===== config.mk =====
export PLATFORM = sky130hd
export DESIGN_NAME = gpx_ports
export DESIGN_NICKNAME = d
export VERILOG_FILES = /design/src/gpx_pkg.sv /design/src/gpx_ports.sv
export SDC_FILE = /design/constraint.sdc
export NUM_CORES = 1
export LEC_CHECK = 0
export BUFFER_PORTS_ARGS = -buffer_cell sky130_fd_sc_hd__buf_4
export CAP_MARGIN = 20
export CORE_ASPECT_RATIO = 1.2
export CORE_MARGIN = 2
export CORE_UTILIZATION = 49
export CTS_CLUSTER_DIAMETER = 200
export CTS_CLUSTER_SIZE = 20
export DETAILED_ROUTE_END_ITERATION = 10
export PLACE_DENSITY_LB_ADDON = 0.2
export SYNTH_ARGS = -nofsm -noshare
export SYNTH_HDL_FRONTEND = slang
export SYNTH_SLANG_ARGS = --single-unit

===== constraint.sdc =====
create_clock -name CORE_CLK -period 2.35 [get_ports CORE_CLK]
set_input_delay 0.47 -clock CORE_CLK [delete_from_list [all_inputs] [get_ports CORE_CLK]]
set_output_delay 0.47 -clock CORE_CLK [all_outputs]
set_load 0.05 [all_outputs]

===== src/gpx_pkg.sv =====
// Constants for the three-port general-purpose I/O block
package gpx_pkg;
    // ------------------------------------------------------------
    // Register offsets
    // ------------------------------------------------------------
    localparam logic [7:0] OFS_SHARED_DATA = 8'h07;
    localparam logic [7:0] OFS_SECOND_DATA = 8'h08;
    localparam logic [7:0] OFS_THIRD_DATA = 8'h09;
    localparam logic [7:0] OFS_SHARED_DIR = 8'h87;
    localparam logic [7:0] OFS_SECOND_DIR = 8'h88;
    localparam logic [7:0] OFS_THIRD_DIR_CTRL = 8'h89;
    localparam logic [7:0] OFS_ANALOG_SEL = 8'h9f;
    // ------------------------------------------------------------
    // Widths and field positions
    // ------------------------------------------------------------
    localparam int DATA_W = 8;
    localparam int ADDR_W = 8;
    localparam int THIRD_W = 3;
    localparam int SLAVE_MODE_BIT = 4;
    localparam int STRB_READ_BIT = 0;
    localparam int STRB_WRITE_BIT = 1;
    localparam int STRB_SELECT_BIT = 2;
    // Shared-port pin roles
    localparam int PIN_TMR_OSC_OUT = 0;
    localparam int PIN_TMR_OSC_IN = 1;
    localparam int PIN_CAPTURE_TWO = 1;
    localparam int PIN_CAPTURE_ONE = 2;
    localparam int PIN_SERIAL_CLK = 3;
    localparam int PIN_SERIAL_DATA = 4;
    localparam int PIN_SERIAL_OUT = 5;
    localparam int PIN_USART_TX = 6;
    localparam int PIN_USART_RX = 7;
    // ------------------------------------------------------------
    // Reset values
    // ------------------------------------------------------------
    localparam logic [7:0] RST_DIR = 8'hff;
    localparam logic [2:0] RST_THIRD_DIR = 3'h7;
    localparam logic [2:0] RST_ANALOG = 3'h7;
    localparam logic [7:0] ZERO_BYTE = 8'h00;
endpackage : gpx_pkg


===== src/gpx_ports.sv =====
// Three-port general-purpose I/O with peripheral overrides and parallel slave mode
// Summary of operation
// - Shared-port direction bit 1 tri-states the pin, 0 drives the output latch.
// - An enabled peripheral forces its pin to output or input regardless of direction.
// - Per-pin select chooses port latch or peripheral output as the driven value.
// - Peripheral output enable acts only while that pin's peripheral select is active.
// - Bits 0,1 serve timer oscillator/clock; bit 1 capture two, bit 2 capture one.
// - Bit 3 serial clock, bit 4 serial data in or line, bit 5 serial out.
// - Bit 6 USART transmit or clock, bit 7 USART receive or data.
// - In I2C mode serial clock and data input levels follow the level select bit.
// - Each second-port pin has its own direction bit.
// - Slave mode bit set makes the second port an 8-bit microprocessor data port.
// - Third port has three pins set by control register bits 2 to 0.
// - In slave mode the third-port pins are read, write and chip-select strobes, inputs only where their direction bits are 1.
// - A third-port pin selected as analog reads back as 0.
// - Third-port direction bits drive the pins even in analog use; software keeps inputs.
// - After reset the third-port pins are analog inputs and read 0.
// - Data latches keep value across reset; direction registers reset to all ones.
// - Slave mode bit set selects slave mode; cleared leaves a general-purpose port.
`timescale 1ns/1ps
module gpx_ports
(
    input wire logic CORE_CLK,
    input wire logic RST,
    input wire logic [gpx_pkg::ADDR_W-1:0] ADDR,
    input wire logic [gpx_pkg::DATA_W-1:0] WDATA,
    input wire logic WR_STB,
    input wire logic RD_STB,
    output logic [gpx_pkg::DATA_W-1:0] RDATA,
    input wire logic [gpx_pkg::DATA_W-1:0] SHC_IN,
    output logic [gpx_pkg::DATA_W-1:0] SHC_OUT,
    output logic [gpx_pkg::DATA_W-1:0] SHC_OE,
    input wire logic [gpx_pkg::DATA_W-1:0] PERIPH_SEL,
    input wire logic [gpx_pkg::DATA_W-1:0] PERIPH_OE,
    input wire logic [gpx_pkg::DATA_W-1:0] PERIPH_OUT,
    input wire logic SERIAL_I2C_EN,
    input wire logic SERIAL_LEVEL_SEL,
    output logic [1:0] SERIAL_PIN_LEVEL,
    output logic TMR_CLK_IN,
    output logic TMR_OSC_IN,
    output logic CAPTURE_ONE_IN,
    output logic CAPTURE_TWO_IN,
    output logic SERIAL_CLK_IN,
    output logic SERIAL_DATA_IN,
    output logic USART_CLK_IN,
    output logic USART_DATA_IN,
    input wire logic [gpx_pkg::DATA_W-1:0] SCD_IN,
    output logic [gpx_pkg::DATA_W-1:0] SCD_OUT,
    output logic [gpx_pkg::DATA_W-1:0] SCD_OE,
    input wire logic [gpx_pkg::THIRD_W-1:0] THD_IN,
    output logic [gpx_pkg::THIRD_W-1:0] THD_OUT,
    output logic [gpx_pkg::THIRD_W-1:0] THD_OE,
    output logic SLAVE_MODE
);
    import gpx_pkg::*;

    // ------------------------------------------------------------
    // Helpers
    // ------------------------------------------------------------
    // Driven pins read back the driven level, others the pin level
    function automatic logic [DATA_W-1:0] pin_read(
        input logic [DATA_W-1:0] pin_in,
        input logic [DATA_W-1:0] pin_out,
        input logic [DATA_W-1:0] pin_oe
    );
        pin_read = (pin_oe & pin_out) | (~pin_oe & pin_in);
    endfunction : pin_read

    function automatic logic hit_wr(input logic [ADDR_W-1:0] ofs);
        hit_wr = WR_STB && (ADDR == ofs);
    endfunction : hit_wr

    // ------------------------------------------------------------
    // Registers
    // ------------------------------------------------------------
    logic [DATA_W-1:0] lat_c_q;
    logic [DATA_W-1:0] lat_d_q;
    logic [THIRD_W-1:0] lat_e_q;
    logic [DATA_W-1:0] tris_c_q;
    logic [DATA_W-1:0] tris_d_q;
    logic [THIRD_W-1:0] tris_e_q;
    logic psp_q;
    logic [THIRD_W-1:0] analog_q;
    logic [DATA_W-1:0] psp_in_q;
    logic [DATA_W-1:0] rdata_d;
    logic [DATA_W-1:0] dir_c_eff;
    logic psp_rd;
    logic psp_wr;

    // Data latches have no reset so they keep their value across it
    always_ff @(posedge CORE_CLK)
    begin
        if (hit_wr(OFS_SHARED_DATA))
        begin
            lat_c_q <= WDATA;
        end
        if (hit_wr(OFS_SECOND_DATA))
        begin
            lat_d_q <= WDATA;
        end
        if (hit_wr(OFS_THIRD_DATA))
        begin
            lat_e_q <= WDATA[THIRD_W-1:0];
        end
    end

    always_ff @(posedge CORE_CLK)
    begin
        if (RST)
        begin
            tris_c_q <= RST_DIR;
            tris_d_q <= RST_DIR;
            tris_e_q <= RST_THIRD_DIR;
            psp_q <= 1'b0;
        end
        else
        begin
            if (hit_wr(OFS_SHARED_DIR))
            begin
                tris_c_q <= WDATA;
            end
            if (hit_wr(OFS_SECOND_DIR))
            begin
                tris_d_q <= WDATA;
            end
            if (hit_wr(OFS_THIRD_DIR_CTRL))
            begin
                tris_e_q <= WDATA[THIRD_W-1:0];
                psp_q <= WDATA[SLAVE_MODE_BIT];
            end
        end
    end

    // Pins come up analog so reads give 0 until software frees them
    always_ff @(posedge CORE_CLK)
    begin
        if (RST)
        begin
            analog_q <= RST_ANALOG;
        end
        else if (hit_wr(OFS_ANALOG_SEL))
        begin
            analog_q <= WDATA[THIRD_W-1:0];
        end
    end

    // ------------------------------------------------------------
    // Shared port with peripheral override
    // ------------------------------------------------------------
    always_comb
    begin
        SHC_OUT = (PERIPH_SEL & PERIPH_OUT) | (~PERIPH_SEL & lat_c_q);
        SHC_OE = (PERIPH_SEL & PERIPH_OE) | (~PERIPH_SEL & ~tris_c_q);
    end

    // Direction reads show the override in force, which is why bit edits
    // of this register while a peripheral owns a pin can corrupt it
    assign dir_c_eff = (PERIPH_SEL & ~PERIPH_OE) | (~PERIPH_SEL & tris_c_q);

    assign SERIAL_PIN_LEVEL = SERIAL_I2C_EN ? {2{SERIAL_LEVEL_SEL}} : 2'b00;

    // Pin taps toward the peripherals
    always_ff @(posedge CORE_CLK)
    begin
        if (RST)
        begin
            TMR_CLK_IN <= 1'b0;
            TMR_OSC_IN <= 1'b0;
            CAPTURE_ONE_IN <= 1'b0;
            CAPTURE_TWO_IN <= 1'b0;
            SERIAL_CLK_IN <= 1'b0;
            SERIAL_DATA_IN <= 1'b0;
            USART_CLK_IN <= 1'b0;
            USART_DATA_IN <= 1'b0;
        end
        else
        begin
            TMR_CLK_IN <= SHC_IN[PIN_TMR_OSC_OUT];
            TMR_OSC_IN <= SHC_IN[PIN_TMR_OSC_IN];
            CAPTURE_TWO_IN <= SHC_IN[PIN_CAPTURE_TWO];
            CAPTURE_ONE_IN <= SHC_IN[PIN_CAPTURE_ONE];
            SERIAL_CLK_IN <= SHC_IN[PIN_SERIAL_CLK];
            SERIAL_DATA_IN <= SHC_IN[PIN_SERIAL_DATA];
            USART_CLK_IN <= SHC_IN[PIN_USART_TX];
            USART_DATA_IN <= SHC_IN[PIN_USART_RX];
        end
    end

    // ------------------------------------------------------------
    // Second port and parallel slave mode
    // ------------------------------------------------------------
    // Control strobes are active low and decoded from the raw pins, analog or not;
    // software must have made these pins inputs, otherwise the decode sees its own drive
    assign psp_rd = psp_q && !THD_IN[STRB_READ_BIT] && !THD_IN[STRB_SELECT_BIT];
    assign psp_wr = psp_q && !THD_IN[STRB_WRITE_BIT] && !THD_IN[STRB_SELECT_BIT];

    // Last sampled bus value while write is asserted is the one kept
    always_ff @(posedge CORE_CLK)
    begin
        if (RST)
        begin
            psp_in_q <= ZERO_BYTE;
        end
        else if (psp_wr)
        begin
            psp_in_q <= SCD_IN;
        end
    end

    always_comb
    begin
        SCD_OUT = lat_d_q;
        if (psp_q)
        begin
            SCD_OE = psp_rd ? {DATA_W{1'b1}} : ZERO_BYTE;
        end
        else
        begin
            SCD_OE = ~tris_d_q;
        end
    end

    assign SLAVE_MODE = psp_q;

    // ------------------------------------------------------------
    // Third port
    // ------------------------------------------------------------
    assign THD_OUT = lat_e_q;
    assign THD_OE = ~tris_e_q;

    // ------------------------------------------------------------
    // Register read
    // ------------------------------------------------------------
    always_comb
    begin
        rdata_d = ZERO_BYTE;
        unique case (ADDR)
            OFS_SHARED_DATA: rdata_d = pin_read(SHC_IN, SHC_OUT, SHC_OE);
            OFS_SECOND_DATA: rdata_d = psp_q ? psp_in_q : pin_read(SCD_IN, SCD_OUT, SCD_OE);
            OFS_THIRD_DATA: rdata_d = {{(DATA_W-THIRD_W){1'b0}}, THD_IN & ~analog_q};
            OFS_SHARED_DIR: rdata_d = dir_c_eff;
            OFS_SECOND_DIR: rdata_d = tris_d_q;
            OFS_THIRD_DIR_CTRL: rdata_d = {3'h0, psp_q, 1'b0, tris_e_q};
            OFS_ANALOG_SEL: rdata_d = {{(DATA_W-THIRD_W){1'b0}}, analog_q};
            default: rdata_d = ZERO_BYTE;
        endcase
    end

    // Read data stands only in the cycle after the strobe
    always_ff @(posedge CORE_CLK)
    begin
        if (RST)
        begin
            RDATA <= ZERO_BYTE;
        end
        else if (RD_STB)
        begin
            RDATA <= rdata_d;
        end
        else
        begin
            RDATA <= ZERO_BYTE;
        end
    end
endmodule : gpx_ports


# ---- After elaboration in Yosys (flattened, before gate mapping)
# Cells that the tools add are included.
dict set report word_totals {
  output_inout_bits 57
  in_bits 65
  reg_bits 65
}
dict set report classes {
  n_bitwise 25
  reduce_logical 15
  muxes 5
  eq_ne 7
}
# operator count
set ops {}
lappend ops {{$and 8x8->8} 10}
lappend ops {{$pmux 8 s7} 1}
lappend ops {{$not 8->8} 6}
lappend ops {{$or 8x8->8} 5}
lappend ops {{$eq 8x8->1 const B} 4}
lappend ops {{$mux 8} 3}
lappend ops {{$eq 8x4->1 const B} 2}
lappend ops {{$logic_and 1x1->1} 11}
lappend ops {{$eq 8x3->1 const B} 1}
lappend ops {{$not 3->3} 2}
lappend ops {{$and 3x3->3} 1}
lappend ops {{$logic_not 1->1} 3}
lappend ops {{$mux 2} 1}
lappend ops {{$reduce_or 2->1} 1}
lappend ops {{$not 1->1} 1}

# ---- Depth between registers and ports, before layout
dict set report logic_depth {
  depth_word 10
  mapped_depth 7
}

# ---- Worst setup path before layout
# Ideal clock, no wire load.
dict set report synth_path {
  kind {register -> output}
  startpoint {register psp_q, in the netlist SLAVE_MODE}
  endpoint {output SCD_OE[0] in the netlist's numbering}
  slack_ps -185
  t_arrival_ps 2065
  path_stages_with_launch 4
  path_buffers 2
  t_required_ps 1880
  cell_sequence {dfxtp_1 > clkbuf_1 > clkbuf_1 > o21ai_0}
}
dict set report synth_between {
  elab_chain_cells 4
}
# item line
set synth_rtl {}
lappend synth_rtl {{start, declared} gpx_ports.sv:82} ;# logic psp_q;
lappend synth_rtl {{start signal, assigned} gpx_ports.sv:129} ;# psp_q <= WDATA[SLAVE_MODE_BIT];
lappend synth_rtl {{$logic_and 1x1->1 (2 in a row)} gpx_ports.sv:194} ;# assign psp_rd = psp_q && !THD_IN[STRB_READ_BIT] && !THD_IN[STRB_SELECT_BIT];
lappend synth_rtl {{$mux 8} gpx_ports.sv:215} ;# SCD_OE = psp_rd ? {DATA_W{1'b1}} : ZERO_BYTE;
lappend synth_rtl {{$mux 8 *} gpx_ports.sv:213} ;# if (psp_q)
lappend synth_rtl {{end, declared} gpx_ports.sv:49} ;# output logic [gpx_pkg::DATA_W-1:0] SCD_OE,
# Mark *: on every way between the ends. The rest lies on a longest branch, timed or not.

# ---- Worst setup path in the final report
dict set report layout_path {
  startpoint {register psp_q, in the netlist SLAVE_MODE}
  endpoint {output SCD_OE[5] in the netlist's numbering}
}
# The elaborated chain is that of the path after synthesis.

==> impl_metrics.prom <==
# TYPE chip_impl_metric gauge
chip_impl_info{name="layout.cells.most_common_list",value="sky130_fd_sc_hd__buf_4 (131), sky130_fd_sc_hd__dfxtp_1 (46), sky130_fd_sc_hd__nand2_1 (41), sky130_fd_sc_hd__nor2_1 (34), sky130_fd_sc_hd__mux2i_1 (21)"} 1
chip_impl_metric{name="finalWirelength",unit="mm"} 8.76
chip_impl_metric{name="postCtsHoldBufs",unit=""} 0
chip_impl_metric{name="synth_edf_count",unit=""} 19
chip_impl_metric{name="synth.cell_area",unit="um2"} 3180
chip_impl_info{name="worstReg2RegStart",value="tris_d_q[0]$_SDFFE_PP1P_"} 1
chip_impl_info{name="root_buffer_cell",value="sky130_fd_sc_hd__clkbuf_8"} 1
chip_impl_metric{name="wl_cell",unit="um"} 16.1
chip_impl_metric{name="final_core_util",unit="%"} 68.2
chip_impl_metric{name="post_synth_xor_area_fraction",unit="%"} 0
chip_impl_metric{name="num_antenna_cells",unit=""} 0
chip_impl_metric{name="number_of_non_filler_instances_in_the_completed_layout",unit=""} 545
chip_impl_metric{name="cts_buffers",unit=""} 9
chip_impl_metric{name="final.setup.worst_slack",unit="ns"} 0.239
chip_impl_metric{name="number_of_i_o_pins",unit=""} 122
chip_impl_metric{name="routed-wl-met2",unit="mm"} 4.19
chip_impl_metric{name="post_drt_via_cell_ratio",unit=""} 5.36
chip_impl_metric{name="clk_pin_slew",unit="ns"} 0.07
chip_impl_metric{name="cts_htree_levels",unit=""} 3
chip_impl_metric{name="first_global_vias",unit=""} 2826
chip_impl_metric{name="die_x",unit="um"} 77.5
chip_impl_metric{name="post_route_cell_area",unit="um2"} 4340
chip_impl_info{name="ys_dominant_reg_cell",value="sky130_fd_sc_hd__dfxtp_1"} 1
chip_impl_metric{name="syn2layout_area_growth",unit="%"} 36.6
chip_impl_metric{name="setup_viol_count_final",unit=""} 0
chip_impl_metric{name="fin_crit",unit="ns"} 2.11
chip_impl_metric{name="synth_area_per_cell",unit="um2"} 9.57
chip_impl_metric{name="grt_max_degree",unit=""} 26
chip_impl_metric{name="slew_violations",unit=""} 0
chip_impl_metric{name="cellPowerDensity",unit="nW/um2"} 551
chip_impl_metric{name="worstRegToRegCells",unit=""} 5
chip_impl_metric{name="final.period_utilization",unit="%"} 89.8
chip_impl_metric{name="detailed_place.area",unit="um2"} 4160
chip_impl_metric{name="synth_simple_gate_area_share",unit="%"} 18.0
chip_impl_info{name="r2r-end",value="RDATA[0]$_SDFF_PP0_"} 1
chip_impl_info{name="crit_type",value="reg2out"} 1
chip_impl_metric{name="syn_nets",unit=""} 397
chip_impl_metric{name="drive_gt1_share",unit="%"} 37.4
chip_impl_metric{name="insertion_delay",unit="ns"} 0.34
chip_impl_metric{name="yosysSeqAreaShare",unit="%"} 46.9
chip_impl_info{name="startpoint_type",value="flip-flop"} 1
chip_impl_metric{name="start_util",unit="%"} 49.9
chip_impl_metric{name="drt_iter0_drc",unit=""} 176
chip_impl_info{name="hold_class",value="in2reg"} 1
chip_impl_metric{name="nets",unit=""} 520
chip_impl_metric{name="gp_routability_congestion",unit=""} 0.859
chip_impl_metric{name="dr.pass1.iters",unit=""} 4
chip_impl_metric{name="post_synthesis_cell_type_count",unit=""} 46
chip_impl_metric{name="finalHoldViolations",unit=""} 0
chip_impl_metric{name="critical_path_arrival",unit="ns"} 1.64
chip_impl_metric{name="cts.sink_count",unit=""} 65
chip_impl_metric{name="timing_worst_slew_pin_value",unit="ns"} 0.677
chip_impl_info{name="grt_setup_unrepaired",value="false"} 1
chip_impl_metric{name="pre_cts_ws",unit="ns"} 0.292
chip_impl_metric{name="synth.yosys.warnings",unit=""} 0
chip_impl_metric{name="synthAdderAreaFrac",unit="%"} 0
chip_impl_metric{name="synth_compound_area_share",unit="%"} 20.7
chip_impl_metric{name="grt_pass1_wl",unit="mm"} 14.3
chip_impl_metric{name="core_area",unit="um2"} 6370
chip_impl_info{name="synth_top_family_by_area",value="compound AO/OA/AOI/OAI gates"} 1
chip_impl_metric{name="yosys_register_bits",unit=""} 65
chip_impl_metric{name="postSynth.asyncResetShare",unit="%"} 0
chip_impl_metric{name="power_leakage",unit="nW"} 1.96
chip_impl_metric{name="antenna_found_initial",unit=""} 0
chip_impl_metric{name="fmax",unit="MHz"} 474
chip_impl_metric{name="drc",unit=""} 0
chip_impl_metric{name="groute.usage.overall",unit="%"} 25.9
chip_impl_metric{name="maxSlewHeadroom",unit="%"} 54.9
chip_impl_metric{name="met3RoutedLength",unit="um"} 639
chip_impl_info{name="mostFrequentLayoutCell",value="sky130_fd_sc_hd__buf_4"} 1
chip_impl_info{name="status",value="completed"} 1
chip_impl_metric{name="placement.io_buffers",unit=""} 121
chip_impl_metric{name="floorplan.die.height",unit="um"} 92.2
chip_impl_metric{name="r2r_slack",unit="ns"} 0.90
chip_impl_metric{name="final.fill_count",unit=""} 553
chip_impl_metric{name="final_sum_of_negative_setup_slack",unit="ns"} 0
chip_impl_metric{name="timing.max_cap.violations",unit=""} 0
chip_impl_metric{name="path_max_fanout",unit=""} 8
chip_impl_metric{name="hold_ws",unit="ns"} 0.331
chip_impl_metric{name="detail-route-antenna-nets",unit=""} 0
chip_impl_metric{name="synth_cells",unit=""} 332
chip_impl_metric{name="die_area",unit="um2"} 7150
chip_impl_info{name="cts_tree",value="done"} 1
chip_impl_metric{name="vias",unit=""} 2919
chip_impl_metric{name="cts-root-to-sink-buffers",unit=""} 2
chip_impl_metric{name="count_of_cells_resized_by_post_cts_repair",unit=""} 0
chip_impl_metric{name="power.total",unit="mW"} 2.39
chip_impl_metric{name="std_cell_rows",unit=""} 32
chip_impl_metric{name="dp.final_hpwl",unit="mm"} 6.65
chip_impl_metric{name="synth.area.mux_share",unit="%"} 9.45
chip_impl_metric{name="post-place-cells",unit=""} 529
chip_impl_metric{name="clock-skew-final",unit="ns"} 0.00930
chip_impl_metric{name="global_route.overflow_total",unit=""} 0
chip_impl_metric{name="crit_required",unit="ns"} 1.88
chip_impl_info{name="cp-endpoint",value="SCD_OE[5]"} 1
chip_impl_info{name="top_layer",value="met4"} 1
chip_impl_info{name="endpoint_kind",value="output pin"} 1
chip_impl_info{name="crit_path_start",value="SLAVE_MODE$_SDFFE_PP0P_"} 1
chip_impl_metric{name="detail_route.wirelength.met1",unit="mm"} 3.84
chip_impl_metric{name="cts_setup_buffers",unit=""} 0
chip_impl_metric{name="peakVddDrop",unit="uV"} 377
## kinds of logic after synthesis
| kind of cell | Yosys count |
|---|---|
| AND/OR/NAND/NOR | 116 |
| multiplexers | 29 |
| AO/OA/AOI/OAI | 90 |
| buffers and inverters | 32 |
| flip-flops | 65 |
## critical path, cell delays in order, from the launching register on
cell and delay, ns:
sky130_fd_sc_hd__dfxtp_1 0.35, sky130_fd_sc_hd__or3b_2 0.55, sky130_fd_sc_hd__o21ai_0 0.15, sky130_fd_sc_hd__buf_4 0.25
## layer usage
metal  up-vias  track usage [%]
met5         -                0
met4         0             8.93
met3        10             5.31
met2       117             42.4
met1      1340             34.1
li1       1452                -
## final cells by class
type	count	area [um2]	area share, %
Clock buffer	10	138	3.17
Clock inverter	6	42.5	0.980
Inverter	13	48.8	1.12
Multi-Input combinational cell	235	1530	35.3
Sequential cell	65	1490	34.4
Tap cell	85	106	2.45
Timing Repair Buffer	131	983	22.7
## registers in the layout, indices dropped and copies added, names as in the netlist
signal,cells
CAPTURE_ONE_IN,1
CAPTURE_TWO_IN,1
RDATA,8
SCD_OUT,8
SERIAL_CLK_IN,1
SERIAL_DATA_IN,1
SLAVE_MODE,1
THD_OUT,3
TMR_CLK_IN,1
USART_CLK_IN,1
USART_DATA_IN,1
analog_q,3
lat_c_q,8
psp_in_q,8
tris_c_q,8
tris_d_q,8
tris_e_q,3
## synthesized netlist by cell type, types with 6 or more instances
| library cell | count | area (um2) |
|---|---|---|
| sky130_fd_sc_hd__dfxtp_1 | 46 | 921 |
| sky130_fd_sc_hd__nand2_1 | 41 | 154 |
| sky130_fd_sc_hd__nor2_1 | 34 | 128 |
| sky130_fd_sc_hd__mux2i_1 | 21 | 210 |
| sky130_fd_sc_hd__o21ai_0 | 20 | 100 |
| sky130_fd_sc_hd__edfxtp_1 | 19 | 571 |
| sky130_fd_sc_hd__inv_1 | 13 | 48.8 |
| sky130_fd_sc_hd__nor2b_1 | 13 | 81.3 |
| sky130_fd_sc_hd__a21oi_1 | 12 | 60.1 |
| sky130_fd_sc_hd__o211ai_1 | 12 | 90.1 |
| sky130_fd_sc_hd__clkbuf_1 | 11 | 41.3 |
| sky130_fd_sc_hd__mux2_2 | 8 | 90.1 |
| sky130_fd_sc_hd__o211ai_2 | 8 | 100 |
| sky130_fd_sc_hd__o22ai_1 | 7 | 43.8 |
| sky130_fd_sc_hd__a32oi_1 | 6 | 52.6 |
## how the worst min path moves through the flow
stage	slack (ns)	end	startpoint	depth (start not counted)
final	0.33	SCD_OUT[5]$_DFFE_PP_	WDATA[5]	1
after detailed placement	0.48	tris_c_q[5]$_SDFFE_PP1P_	tris_c_q[5]$_SDFFE_PP1P_	2
after CTS	0.31	SCD_OUT[5]$_DFFE_PP_	WDATA[5]	1
after floorplan	0.45	tris_c_q[7]$_SDFFE_PP1P_	tris_c_q[7]$_SDFFE_PP1P_	2
after global routing	0.31	lat_c_q[5]$_DFFE_PP_	WDATA[5]	1
after global placement	0.47	psp_in_q[2]$_SDFFE_PP0P_	psp_in_q[2]$_SDFFE_PP0P_	2
## power breakdown
group          internal (mW)  switching (mW)
clock                  0.413           0.443
combinational          0.156           0.217
sequential              1.16         0.00289
total                   1.73           0.663
No activity file was read; power rests on OpenSTA's default activity.
